<file path="src/include/pll_clock_pkg.sv">
// register map, field positions, reset values and timing counts of the clock generator
package pll_clock_pkg;
	// ****************************************
	// register offsets
	// ****************************************
	localparam logic [7:0] ADDR_SYNTH = 8'h10;
	localparam logic [7:0] ADDR_REFERENCE_DIVIDER = 8'h11;
	localparam logic [7:0] ADDR_OUTPUT_DIVIDER = 8'h12;
	localparam logic [7:0] ADDR_IRQ_ENABLE = 8'h13;
	localparam logic [7:0] ADDR_IRQ_FLAG = 8'h14;
	localparam logic [7:0] ADDR_CLOCK_SELECT = 8'h19;
	localparam logic [7:0] ADDR_OSC_ONE = 8'h1A;
	localparam logic [7:0] ADDR_PROTECT = 8'h1B;
	localparam logic [7:0] ADDR_OSC_TWO = 8'h1E;
	// ****************************************
	// field positions
	// ****************************************
	localparam int OSC2_MONITOR_BIT = 1;
	localparam int OSC2_SWING_BIT = 0;
	localparam int OSC1_ENABLE_BIT = 7;
	localparam int CLKS_BUS_PLL_BIT = 7;
	localparam int CLKS_WDOG_STOP_DIS_BIT = 2;
	localparam int CLKS_WDOG_RC_BIT = 1;
	localparam int IRQ_LOCK_BIT = 4;
	localparam int STATUS_LOCK_BIT = 3;
	localparam int RANGE_HI = 7;
	localparam int RANGE_LO = 6;
	// ****************************************
	// reset values and keys
	// ****************************************
	localparam logic [7:0] SYNTH_RESET = 8'h58;
	localparam logic [7:0] REFERENCE_DIVIDER_RESET = 8'h00;
	localparam logic [7:0] OUTPUT_DIVIDER_RESET = 8'h03;
	localparam logic [7:0] IRQ_ENABLE_RESET = 8'h00;
	localparam logic [7:0] CLOCK_SELECT_RESET = 8'h80;
	localparam logic [7:0] OSC_ONE_RESET = 8'h00;
	localparam logic [7:0] OSC_TWO_RESET = 8'h00;
	localparam logic PROTECT_RESET = 1'b0;
	localparam logic [7:0] PROTECT_UNLOCK_KEY = 8'h26;
	// ****************************************
	// timing
	// ****************************************
	localparam int CLK_PERIOD_NS = 100;
	localparam int REF_TIMEOUT_NS = 20000;
	localparam int REF_TIMEOUT_CYCLES = REF_TIMEOUT_NS / CLK_PERIOD_NS;
	localparam logic [4:0] UNLOCKED_POST_DIV = 5'h03;
	localparam int LOCK_WINDOW = 8;
	localparam int LOCK_TOL = 1;
	localparam int UNLOCK_TOL = 3;
	localparam logic [1:0] WDOG_SYNC_CYCLES = 2'h3;
endpackage

</file>
<file path="src/verilog/pll_clock_generator.sv">
// clock generator: divider chain, phase and lock detection, oscillator configuration registers
//
// Overview of operation
// - oscillator config two written only while unprotected and bus runs from the synthesizer
// - bit 1 enables oscillator monitor reset; writes ignored while external oscillator enabled
// - bit 0 selects oscillator swing; frozen while external oscillator enabled
// - reference is internal RC tick, or crystal divided by divider plus one
// - controlled oscillator runs at twice reference times multiplier plus one
// - when locked, output clock is oscillator clock divided by divider plus one
// - when unlocked, output clock is oscillator clock divided by four
// - with synthesizer selected, bus clock is half the output clock
// - phase detector emits correction pulses between feedback and reference edges
// - lock decided by comparing feedback and reference frequencies; dead reference prevents lock
// - lock status is read-only, set inside lock tolerance, cleared outside unlock tolerance
// - with enable set, every lock status toggle raises an interrupt request
// - reference loss drops lock; oscillator then runs slow per its range setting
// - with watchdog RC clock selected and watchdog stopped in stop mode, watchdog resumes after stop only after an extra synchronisation delay
// - writing 0x26 to protect register unprotects; any other write protects
//
// Implementation choice: the strobed register port.
`timescale 1ns/1ps
module pll_clock_generator
	import pll_clock_pkg::*;
#(
	parameter int REF_TIMEOUT = REF_TIMEOUT_CYCLES
)
(
	input wire logic CORE_CLK,
	input wire logic RST_N,
	input wire logic [7:0] ADDR,
	input wire logic [7:0] WDATA,
	input wire logic WR,
	input wire logic RD,
	output logic [7:0] RDATA,
	input wire logic IRC_TICK,
	input wire logic OSC_TICK,
	input wire logic VCO_TICK,
	input wire logic STOP_MODE,
	output logic REF_TICK,
	output logic FB_TICK,
	output logic PUMP_UP,
	output logic PUMP_DOWN,
	output logic PLL_TICK,
	output logic BUS_TICK,
	output logic BUS_FROM_PLL,
	output logic EXT_OSC_ENABLE,
	output logic OSC_MONITOR_RESET_EN,
	output logic OSC_FULL_SWING,
	output logic [1:0] REF_RANGE,
	output logic [1:0] VCO_RANGE,
	output logic LOCK,
	output logic LOCK_IRQ,
	output logic REF_LOST,
	output logic WATCHDOG_RUN
);

	// ****************************************
	// state
	// ****************************************
	typedef struct packed {
		logic [7:0] synth;
		logic [7:0] reference_divider;
		logic [7:0] output_divider;
		logic [7:0] irq_enable;
		logic [7:0] clock_select;
		logic [7:0] osc_one;
		logic [7:0] osc_two;
		logic protect;
		logic lock_flag;
		logic [7:0] rdata;
		logic [3:0] ref_cnt;
		logic ref_tick;
		logic [5:0] fb_cnt;
		logic fb_tick;
		logic fb_half;
		logic [4:0] post_cnt;
		logic pll_tick;
		logic bus_half;
		logic bus_tick;
		logic pump_up;
		logic pump_down;
		logic [2:0] win_cnt;
		logic [7:0] fb_count;
		logic raw_lock;
		logic [15:0] ref_idle;
		logic ref_lost;
		logic lock_meta;
		logic lock_sync;
		logic lock;
		logic stop_prev;
		logic [1:0] wdog_cnt;
		logic wdog_run;
	} state_s;

	localparam logic [7:0] FB_EXPECT = 8'(2 * LOCK_WINDOW);
	localparam logic [7:0] LOCK_TOL_W = 8'(LOCK_TOL);
	localparam logic [7:0] UNLOCK_TOL_W = 8'(UNLOCK_TOL);
	localparam logic [2:0] WIN_LAST = 3'(LOCK_WINDOW - 1);
	localparam logic [15:0] REF_TIMEOUT_W = 16'(REF_TIMEOUT);

	state_s st;
	state_s next_st;
	logic [1:0] rst_pipe;
	logic rst_n_sync;

	// ****************************************
	// reset release
	// ****************************************
	always_ff @(posedge CORE_CLK or negedge RST_N)
	begin
		if (!RST_N)
			rst_pipe <= 2'h0;
		else
			rst_pipe <= {rst_pipe[0], 1'b1};
	end
	assign rst_n_sync = rst_pipe[1];

	// ****************************************
	// next state
	// ****************************************
	logic external_osc_enable;
	logic bus_pll;
	logic wr_ok;
	logic ref_event;
	logic fb_event;
	logic [7:0] fb_diff;
	logic [4:0] post_limit;

	always_comb
	begin
		next_st = st;
		external_osc_enable = st.osc_one[OSC1_ENABLE_BIT];
		bus_pll = st.clock_select[CLKS_BUS_PLL_BIT];
		wr_ok = WR && !st.protect;
		fb_diff = 8'h00;

		// register writes
		if (WR && ADDR == ADDR_PROTECT)
			next_st.protect = (WDATA != PROTECT_UNLOCK_KEY);
		if (wr_ok && ADDR == ADDR_SYNTH)
			next_st.synth = WDATA;
		if (wr_ok && ADDR == ADDR_REFERENCE_DIVIDER)
			next_st.reference_divider = WDATA & 8'hCF;
		if (wr_ok && ADDR == ADDR_OUTPUT_DIVIDER)
			next_st.output_divider = WDATA & 8'h1F;
		if (WR && ADDR == ADDR_IRQ_ENABLE)
			next_st.irq_enable = WDATA & 8'h10;
		if (wr_ok && ADDR == ADDR_CLOCK_SELECT)
			next_st.clock_select = WDATA & 8'h86;
		if (wr_ok && ADDR == ADDR_OSC_ONE)
			next_st.osc_one = WDATA & 8'h80;
		// both fields freeze while the crystal runs, so the whole write is dropped
		if (wr_ok && bus_pll && ADDR == ADDR_OSC_TWO && !external_osc_enable)
		begin
			next_st.osc_two[OSC2_MONITOR_BIT] = WDATA[OSC2_MONITOR_BIT];
			next_st.osc_two[OSC2_SWING_BIT] = WDATA[OSC2_SWING_BIT];
		end

		// read data, one cycle after the strobe
		next_st.rdata = 8'h00;
		if (RD)
		begin
			unique case (ADDR)
				ADDR_SYNTH: next_st.rdata = st.synth;
				ADDR_REFERENCE_DIVIDER: next_st.rdata = st.reference_divider;
				ADDR_OUTPUT_DIVIDER: next_st.rdata = st.output_divider;
				ADDR_IRQ_ENABLE: next_st.rdata = st.irq_enable;
				ADDR_IRQ_FLAG:
				begin
					next_st.rdata[IRQ_LOCK_BIT] = st.lock_flag;
					next_st.rdata[STATUS_LOCK_BIT] = st.lock;
				end
				ADDR_CLOCK_SELECT: next_st.rdata = st.clock_select;
				ADDR_OSC_ONE: next_st.rdata = st.osc_one;
				ADDR_PROTECT: next_st.rdata = {7'h00, st.protect};
				ADDR_OSC_TWO: next_st.rdata = st.osc_two;
				default: next_st.rdata = 8'h00;
			endcase
		end

		// reference divider
		next_st.ref_tick = 1'b0;
		if (!external_osc_enable)
		begin
			next_st.ref_cnt = 4'h0;
			next_st.ref_tick = IRC_TICK;
		end
		else if (OSC_TICK)
		begin
			if (st.ref_cnt >= st.reference_divider[3:0])
			begin
				next_st.ref_cnt = 4'h0;
				next_st.ref_tick = 1'b1;
			end
			else
				next_st.ref_cnt = st.ref_cnt + 4'h1;
		end

		// feedback divider; the loop's extra factor two sits in the phase comparison
		next_st.fb_tick = 1'b0;
		if (VCO_TICK)
		begin
			if (st.fb_cnt >= st.synth[5:0])
			begin
				next_st.fb_cnt = 6'h00;
				next_st.fb_tick = 1'b1;
			end
			else
				next_st.fb_cnt = st.fb_cnt + 6'h01;
		end
		if (st.fb_tick)
			next_st.fb_half = !st.fb_half;

		// phase detector: a pump stays on from one edge until the other arrives
		ref_event = st.ref_tick;
		fb_event = st.fb_tick && st.fb_half;
		next_st.pump_up = st.pump_up || ref_event;
		next_st.pump_down = st.pump_down || fb_event;
		if (next_st.pump_up && next_st.pump_down)
		begin
			next_st.pump_up = 1'b0;
			next_st.pump_down = 1'b0;
		end

		// lock detector: feedback edges counted over a window of reference edges
		if (st.fb_tick && st.fb_count != 8'hFF)
			next_st.fb_count = st.fb_count + 8'h01;
		if (st.ref_tick)
		begin
			next_st.ref_idle = 16'h0000;
			next_st.ref_lost = 1'b0;
			next_st.win_cnt = st.win_cnt + 3'h1;
			if (st.win_cnt == WIN_LAST)
			begin
				next_st.win_cnt = 3'h0;
				next_st.fb_count = 8'h00;
				fb_diff = (st.fb_count > FB_EXPECT) ? st.fb_count - FB_EXPECT : FB_EXPECT - st.fb_count;
				if (fb_diff <= LOCK_TOL_W)
					next_st.raw_lock = 1'b1;
				else if (fb_diff > UNLOCK_TOL_W)
					next_st.raw_lock = 1'b0;
			end
		end
		else if (st.ref_idle >= REF_TIMEOUT_W)
		begin
			// a dead reference never closes a window, so it must force unlock here
			next_st.ref_lost = 1'b1;
			next_st.raw_lock = 1'b0;
			next_st.win_cnt = 3'h0;
			next_st.fb_count = 8'h00;
		end
		else
			next_st.ref_idle = st.ref_idle + 16'h0001;

		// lock result resynchronised before it becomes visible
		next_st.lock_meta = st.raw_lock;
		next_st.lock_sync = st.lock_meta;
		next_st.lock = st.lock_sync;
		if (WR && ADDR == ADDR_IRQ_FLAG && WDATA[IRQ_LOCK_BIT])
			next_st.lock_flag = 1'b0;
		if (st.lock_sync != st.lock)
			next_st.lock_flag = 1'b1;

		// post divider
		post_limit = st.lock ? st.output_divider[4:0] : UNLOCKED_POST_DIV;
		next_st.pll_tick = 1'b0;
		if (VCO_TICK)
		begin
			if (st.post_cnt >= post_limit)
			begin
				next_st.post_cnt = 5'h00;
				next_st.pll_tick = 1'b1;
			end
			else
				next_st.post_cnt = st.post_cnt + 5'h01;
		end

		// bus clock
		next_st.bus_tick = 1'b0;
		if (bus_pll)
		begin
			if (st.pll_tick)
			begin
				next_st.bus_half = !st.bus_half;
				next_st.bus_tick = st.bus_half;
			end
		end
		else
		begin
			next_st.bus_half = 1'b0;
			next_st.bus_tick = OSC_TICK;
		end

		// watchdog restart after stop
		next_st.stop_prev = STOP_MODE;
		if (st.stop_prev && !STOP_MODE && st.clock_select[CLKS_WDOG_RC_BIT] && st.clock_select[CLKS_WDOG_STOP_DIS_BIT])
			next_st.wdog_cnt = WDOG_SYNC_CYCLES;
		else if (st.wdog_cnt != 2'h0)
			next_st.wdog_cnt = st.wdog_cnt - 2'h1;
		next_st.wdog_run = !(STOP_MODE && st.clock_select[CLKS_WDOG_STOP_DIS_BIT]) && (next_st.wdog_cnt == 2'h0);
	end

	// ****************************************
	// registers
	// ****************************************
	always_ff @(posedge CORE_CLK or negedge rst_n_sync)
	begin
		if (!rst_n_sync)
		begin
			st <= '0;
			st.synth <= SYNTH_RESET;
			st.reference_divider <= REFERENCE_DIVIDER_RESET;
			st.output_divider <= OUTPUT_DIVIDER_RESET;
			st.irq_enable <= IRQ_ENABLE_RESET;
			st.clock_select <= CLOCK_SELECT_RESET;
			st.osc_one <= OSC_ONE_RESET;
			st.osc_two <= OSC_TWO_RESET;
			st.protect <= PROTECT_RESET;
			st.wdog_run <= 1'b1;
		end
		else
			st <= next_st;
	end

	// ****************************************
	// outputs
	// ****************************************
	assign RDATA = st.rdata;
	assign REF_TICK = st.ref_tick;
	assign FB_TICK = st.fb_tick;
	assign PUMP_UP = st.pump_up;
	assign PUMP_DOWN = st.pump_down;
	assign PLL_TICK = st.pll_tick;
	assign BUS_TICK = st.bus_tick;
	assign BUS_FROM_PLL = st.clock_select[CLKS_BUS_PLL_BIT];
	assign EXT_OSC_ENABLE = st.osc_one[OSC1_ENABLE_BIT];
	// monitor reset only armed while the crystal runs
	assign OSC_MONITOR_RESET_EN = st.osc_two[OSC2_MONITOR_BIT] && st.osc_one[OSC1_ENABLE_BIT];
	assign OSC_FULL_SWING = st.osc_two[OSC2_SWING_BIT];
	assign REF_RANGE = st.reference_divider[RANGE_HI:RANGE_LO];
	assign VCO_RANGE = st.synth[RANGE_HI:RANGE_LO];
	assign LOCK = st.lock;
	assign LOCK_IRQ = st.lock_flag && st.irq_enable[IRQ_LOCK_BIT];
	assign REF_LOST = st.ref_lost;
	assign WATCHDOG_RUN = st.wdog_run;

endmodule

</file>
<file path="config.mk">
export PLATFORM = sky130hd
export DESIGN_NAME = pll_clock_generator
export DESIGN_NICKNAME = d
export VERILOG_FILES = /design/src/include/pll_clock_pkg.sv /design/src/verilog/pll_clock_generator.sv
export SDC_FILE = /design/constraint.sdc
export NUM_CORES = 1
export LEC_CHECK = 0
export BUFFER_PORTS_ARGS = -buffer_cell sky130_fd_sc_hd__buf_2
export CAP_MARGIN = 20
export CELL_PAD_IN_SITES_DETAIL_PLACEMENT = 0
export CELL_PAD_IN_SITES_GLOBAL_PLACEMENT = 2
export CORE_MARGIN = 1.5
export CORE_UTILIZATION = 35
export DETAILED_ROUTE_END_ITERATION = 12
export PLACE_DENSITY = 0.85
export SLEW_MARGIN = 20
export SYNTH_ARGS = -nofsm -noshare
export SYNTH_HDL_FRONTEND = slang
export SYNTH_SLANG_ARGS = --single-unit
</file>
<file path="constraint.sdc">
create_clock -name CORE_CLK -period 3 [get_ports CORE_CLK]
set_clock_uncertainty 0.05 [all_clocks]
set_input_delay 0.45 -clock CORE_CLK [delete_from_list [all_inputs] [get_ports CORE_CLK]]
set_output_delay 0.45 -clock CORE_CLK [all_outputs]
set_load 0.01 [all_outputs]
</file>
== Word level (Yosys, flattened, before mapping) ==
Cells that the tools add are included.

* Register bits: 97
* Input port bits: 24
* Logic and storage cells: 134
* Output and inout bits: 26

* Add/subtract/negate cells: 9
* Muxes and demuxes: 31
* Order comparisons: 7
* Reductions and logical operators: 36
* Eq/ne operators: 18

{| class="wikitable"
|+ Operators by type and width
! kind !! number
|-
| $eq 8x5->1 const B || 9
|-
| $mux 29 || 1
|-
| $mux 12 || 2
|-
| $mux 8 || 3
|-
| $logic_and 1x1->1 || 23
|-
| $mux 5 || 4
|-
| $pmux 3 s6 || 1
|-
| $add 16x1->16 const B || 1
|-
| $ge 16x8->1 const B || 1
|-
| $mux 16 || 1
|-
| $pmux 3 s4 || 1
|-
| $mux 1 || 10
|-
| $mux 2 || 5
|-
| $pmux 2 s5 || 1
|-
| $add 8x1->8 const B || 1
|-
| $gt 8x2->1 const B || 1
|-
| $gt 8x5->1 const B || 1
|-
| $le 8x1->1 const B || 1
|-
| $ne 8x6->1 const B || 1
|-
| $ne 8x8->1 const B || 1
|-
| $sub 5x8->8 const A || 1
|-
| $sub 8x5->8 const B || 1
|-
| $add 6x1->6 const B || 1
|-
| $ge 6x6->1 || 1
|-
| 18 further kinds || 28
|}

== Depth between registers and ports, before layout ==
* Word-level depth: 7
* Gate-level depth with buffers: 9
* Gate-level depth less buffers: 9

== Worst setup path before layout ==
No wires, ideal clock.

* Path type: in2reg
* Start point: input port ADDR[5]
* End point: register st (netlist bit VCO_RANGE[1])
* Buffers on the path: 0
* Required time: 2.825 ns
* Cell stages on the path: 6
* Arrival time: 2.045 ns
* Library setup time: 0.125 ns
* Setup slack: 0.780 ns
* Cell sequence: or4b_4 > or3_4 > nor2_8 > nand2_4 > nor2_4 > mux2_2

* Word-level cells in the longest chain between the ends: 2

{| class="wikitable"
|+ RTL lines
! element !! RTL line !! RTL
|-
| start, declared || pll_clock_generator.sv:30 || <nowiki>input wire logic [7:0] ADDR,</nowiki>
|-
| $eq 8x5->1 || pll_clock_generator.sv:140 || <nowiki>if (wr_ok && ADDR == ADDR_SYNTH)</nowiki>
|-
| $logic_and 1x1->1 || pll_clock_generator.sv:140 ||
|-
| end signal, assigned || pll_clock_generator.sv:322 || <nowiki>st <= next_st;</nowiki>
|-
| end, declared || pll_clock_generator.sv:101 || <nowiki>state_s st;</nowiki>
|}

Every way passes these cells.
A chain may end at the register's enable or synchronous reset.

== Final worst setup path ==
* Start point: input port ADDR[5]
* End point: register st[117] (netlist bit)

Same word-level chain as after synthesis.

==> metrics.txt <==
status=complete, no violations; Slew Viols, Final=0; final number of hold-violating endpoints=0; gr ovfl total=0; crit path max-delay cell type=or4b_4; Global Route Usage Sum=14.54%; VDD IR max=302.4 µV; unrepaired setup endpoints after global routing=false; arrival time at the worst endpoint=2.37 ns; Fin Hold WS=0.2023 ns; compound-gate portion of the synthesized area=9.819%; CTS tree=built; R2R Setup Slk=0.83 ns; pre-CTS setup slack=0.4571 ns; CP bufs+invs=1; Root Buffer=clkbuf_16; Port Buf Inserts=49; R2R cell count=9; Worst Tran Pin Value=0.8856 ns; WP depth=7; layout cells sized above 1=20.96%; Nets=567; Ys Warns=0; Antenna Violating Nets Remaining=0; Area Overhead vs Synth=13.17%; register area=0.002440 mm²; Worst-path clk slew=0.06 ns; xor and xnor fraction of the mapped netlist area=3.348%; max incr delay on CP=0.54 ns; vias in the first global route=3,389; Core Region=0.01388 mm²; FF-to-FF Start=st[55]; placed inst area=0.005305 mm²; part of the cycle the worst path needs=73.43%; WL final=10.17 mm; fill count=1,374; fin worst setup slack=0.7972 ns; DRC=0; height of the die=122.2 µm; relative slew slack=40.96%; critical path's top delay family=simple AND/OR/NAND/NOR gates; Yosys reg bits=97; initial antenna violation count=0; Final Cell Area=0.005624 mm²; mux contribution to synthesized area=7.125%; CP required=3.17 ns; post-synthesis sequential area ratio=49.02%; Antenna diodes=0; Power Density=591.6 mW/mm²; Die W=122.2 µm; Synth Net Count=529; Yosys cell types=60; area occupied by multi-input gates=0.002278 mm²; largest family of logic cells by synthesized area=simple AND/OR/NAND/NOR gates; Hold Crit Class=input port to flop; Max-cap violations=0; fmax=454.0 MHz; H-tree level count=3; Initial Utilization=35.80%; crit path cell chain=buf_2 > or4b_4 > or3_4 > nor2_8 > nand2_4 > nor2_4 > mux2_2; reg2reg end=st[58]; HPWL Detailed=7.361 mm; Routed WL per cell=14.53 µm; CTS sink count=97; P_leak=2.703 nW; top cell type's share of synthesized area=45.32%; First DRT Iteration DRCs=177; Worst-Skew Late Latency=0.34 ns; row count=43; Post-Synth Simple-Gate Area=18.43%; Routability Congestion=0.7856; Worst Path Class, Setup=input port to flop; endpoint type of the worst setup path=flop; Mapped Cells=477; DRT Pass-1 Iters=4; Mapped Area=0.004970 mm²; routed vias/inst=4.963; vias post-DR=3,474; TritonCTS Buffers=9; top_reg_cell synth=dfrtp_1; Final min period=2.203 ns; global-route wire length before repair=17.02 mm; EDFF count, synth=0; setup TNS=0 ns; Worst setup startpoint=ADDR[5]; top cells by area, synth=dfrtp_1, ha_1, mux2_2; Post-Syn Area per Cell=10.42 µm²; Critical Path End=st[117]; largest net degree at the start of global routing=84; Crit Path Max Fanout=13; maximum root-to-sink buffer count=2; Post-CTS Setup Bufs=0; die area=0.01492 mm²; Synth area leader=dfrtp_1; Adder-Cell Fraction of Synth Area=7.049%; num ports=50; Core Util, Final=40.52%; asr flop ratio synth=100.0%; endpoints failing setup=0; CP Launch Type=input port
worst min path at each step:
| stage | startpoint | end | slack [ns] | cells after the start |
|---|---|---|---|---|
| after global routing | STOP_MODE | st[3] | 0.19 | 1 |
| final | STOP_MODE | st[3] | 0.20 | 1 |
| after global placement | RST_N | rst_pipe[0] | 0.19 | 1 |
| after CTS | STOP_MODE | st[3] | 0.19 | 1 |
| after floorplan | RST_N | rst_pipe[0] | 0.10 | 0 |
| after detailed placement | RST_N | rst_pipe[0] | 0.19 | 1 |
layout by cell type (no fill, tap or decap), drive strengths merged, types with 4 or more instances in the layout:
| master | instances |
|---|---|
| dfrtp | 90 |
| buf | 52 |
| nand2 | 47 |
| nor2 | 39 |
| ha | 28 |
| inv | 28 |
| mux2 | 24 |
| o21ai | 23 |
| nand3 | 21 |
| a21oi | 17 |
| nor2b | 16 |
| xor2 | 11 |
| clkbuf | 11 |
| and2 | 9 |
| xnor2 | 8 |
| mux2i | 8 |
| dfstp | 7 |
| a21o | 7 |
| nand2b | 5 |
| a22oi | 5 |
| nor3b | 5 |
| o21a | 4 |
| nor3 | 4 |
| and3 | 4 |
registers in the layout, summed over array words and instances, names as in the netlist, 2 cells and up:
register / flops
RDATA: 8
st: 68
VCO_RANGE: 2
REF_RANGE: 2
next_st: 3
rst_pipe: 2
stage by stage:
step	total power, W	std cells
finish	0.003327	700
CTS	0.003372	699
floorplan	0.002077	477
global route	0.003553	700
global placement	0.002245	682
detailed placement	0.002275	682
cell type report:
cell class / count / share of cell area, %
Multi-Input combinational cell: 327 / 40.51
Clock buffer: 11 / 4.316
Clock inverter: 5 / 0.6897
Timing Repair Buffer: 53 / 5.295
Sequential cell: 97 / 43.38
Inverter: 27 / 1.802
Tap cell: 180 / 4.004
cell usage after synthesis, types with 2 or more instances:
| library cell | number |
|---|---|
| a21boi_0 | 2 |
| a21o_1 | 7 |
| a21oi_1 | 17 |
| a22oi_1 | 5 |
| a31oi_1 | 3 |
| and2_1 | 9 |
| and3_1 | 4 |
| and4_1 | 2 |
| buf_4 | 13 |
| clkbuf_1 | 11 |
| dfrtp_1 | 90 |
| dfstp_2 | 7 |
| ha_1 | 28 |
| inv_1 | 27 |
| mux2_2 | 23 |
| mux2i_1 | 8 |
| nand2_1 | 45 |
| nand2b_1 | 5 |
| nand3_1 | 20 |
| nand4_1 | 3 |
| nand4b_1 | 3 |
| nor2_1 | 37 |
| nor2b_1 | 15 |
| nor3_1 | 4 |
| nor3b_1 | 4 |
| nor4_1 | 3 |
| nor4b_1 | 2 |
| o211ai_1 | 2 |
| o21a_1 | 4 |
| o21ai_0 | 23 |
| o22ai_1 | 3 |
| o31ai_1 | 3 |
| xnor2_1 | 8 |
| xor2_1 | 11 |
report_power, final:
part | switching, W | internal (W)
Clock | 0.000492 | 0.000589
Combinational | 0.000327 | 0.000293
Sequential | 0.000168 | 0.00146
Total | 0.000987 | 0.00234
what timing repair did:
item,CTS,global route
hold buffers,1,0
endpoints found under the hold margin,2,0
resized for setup,0,0
worst reg2reg max path, delay by kind of cell, from the launching register on:
kind / cells / cell delay, ns
adder cells (fa/ha/maj): 1 / 0.29
AND/OR/NAND/NOR: 3 / 0.46
buffers and inverters: 1 / 0.09
AO/OA/AOI/OAI: 4 / 0.85
flip-flops: 1 / 0.38
layer usage:
layer	share of wire [%]	wire, µm	vias up	track usage [%]
li1	-	-	1712	-
met1	48	4892	1684	20.39
met2	46	4659	70	22.51
met3	4.9	494	8	3.886
met4	1.2	125	0	3.416
met5	0	0	-	0
cell families (layout without fill, tap and decap cells):
kind of cell | count (synthesis) | in the layout
DFF | 97 | 97
adders and majority gates | 28 | 28
muxes | 32 | 32
AOI/OAI and AO/OA | 78 | 78
buffers and inverters | 53 | 96
and+or+nand+nor | 169 | 169
xor gates and xnor gates | 19 | 19
other | 1 | 1
Note: power is estimated with default switching activity, not from simulation.
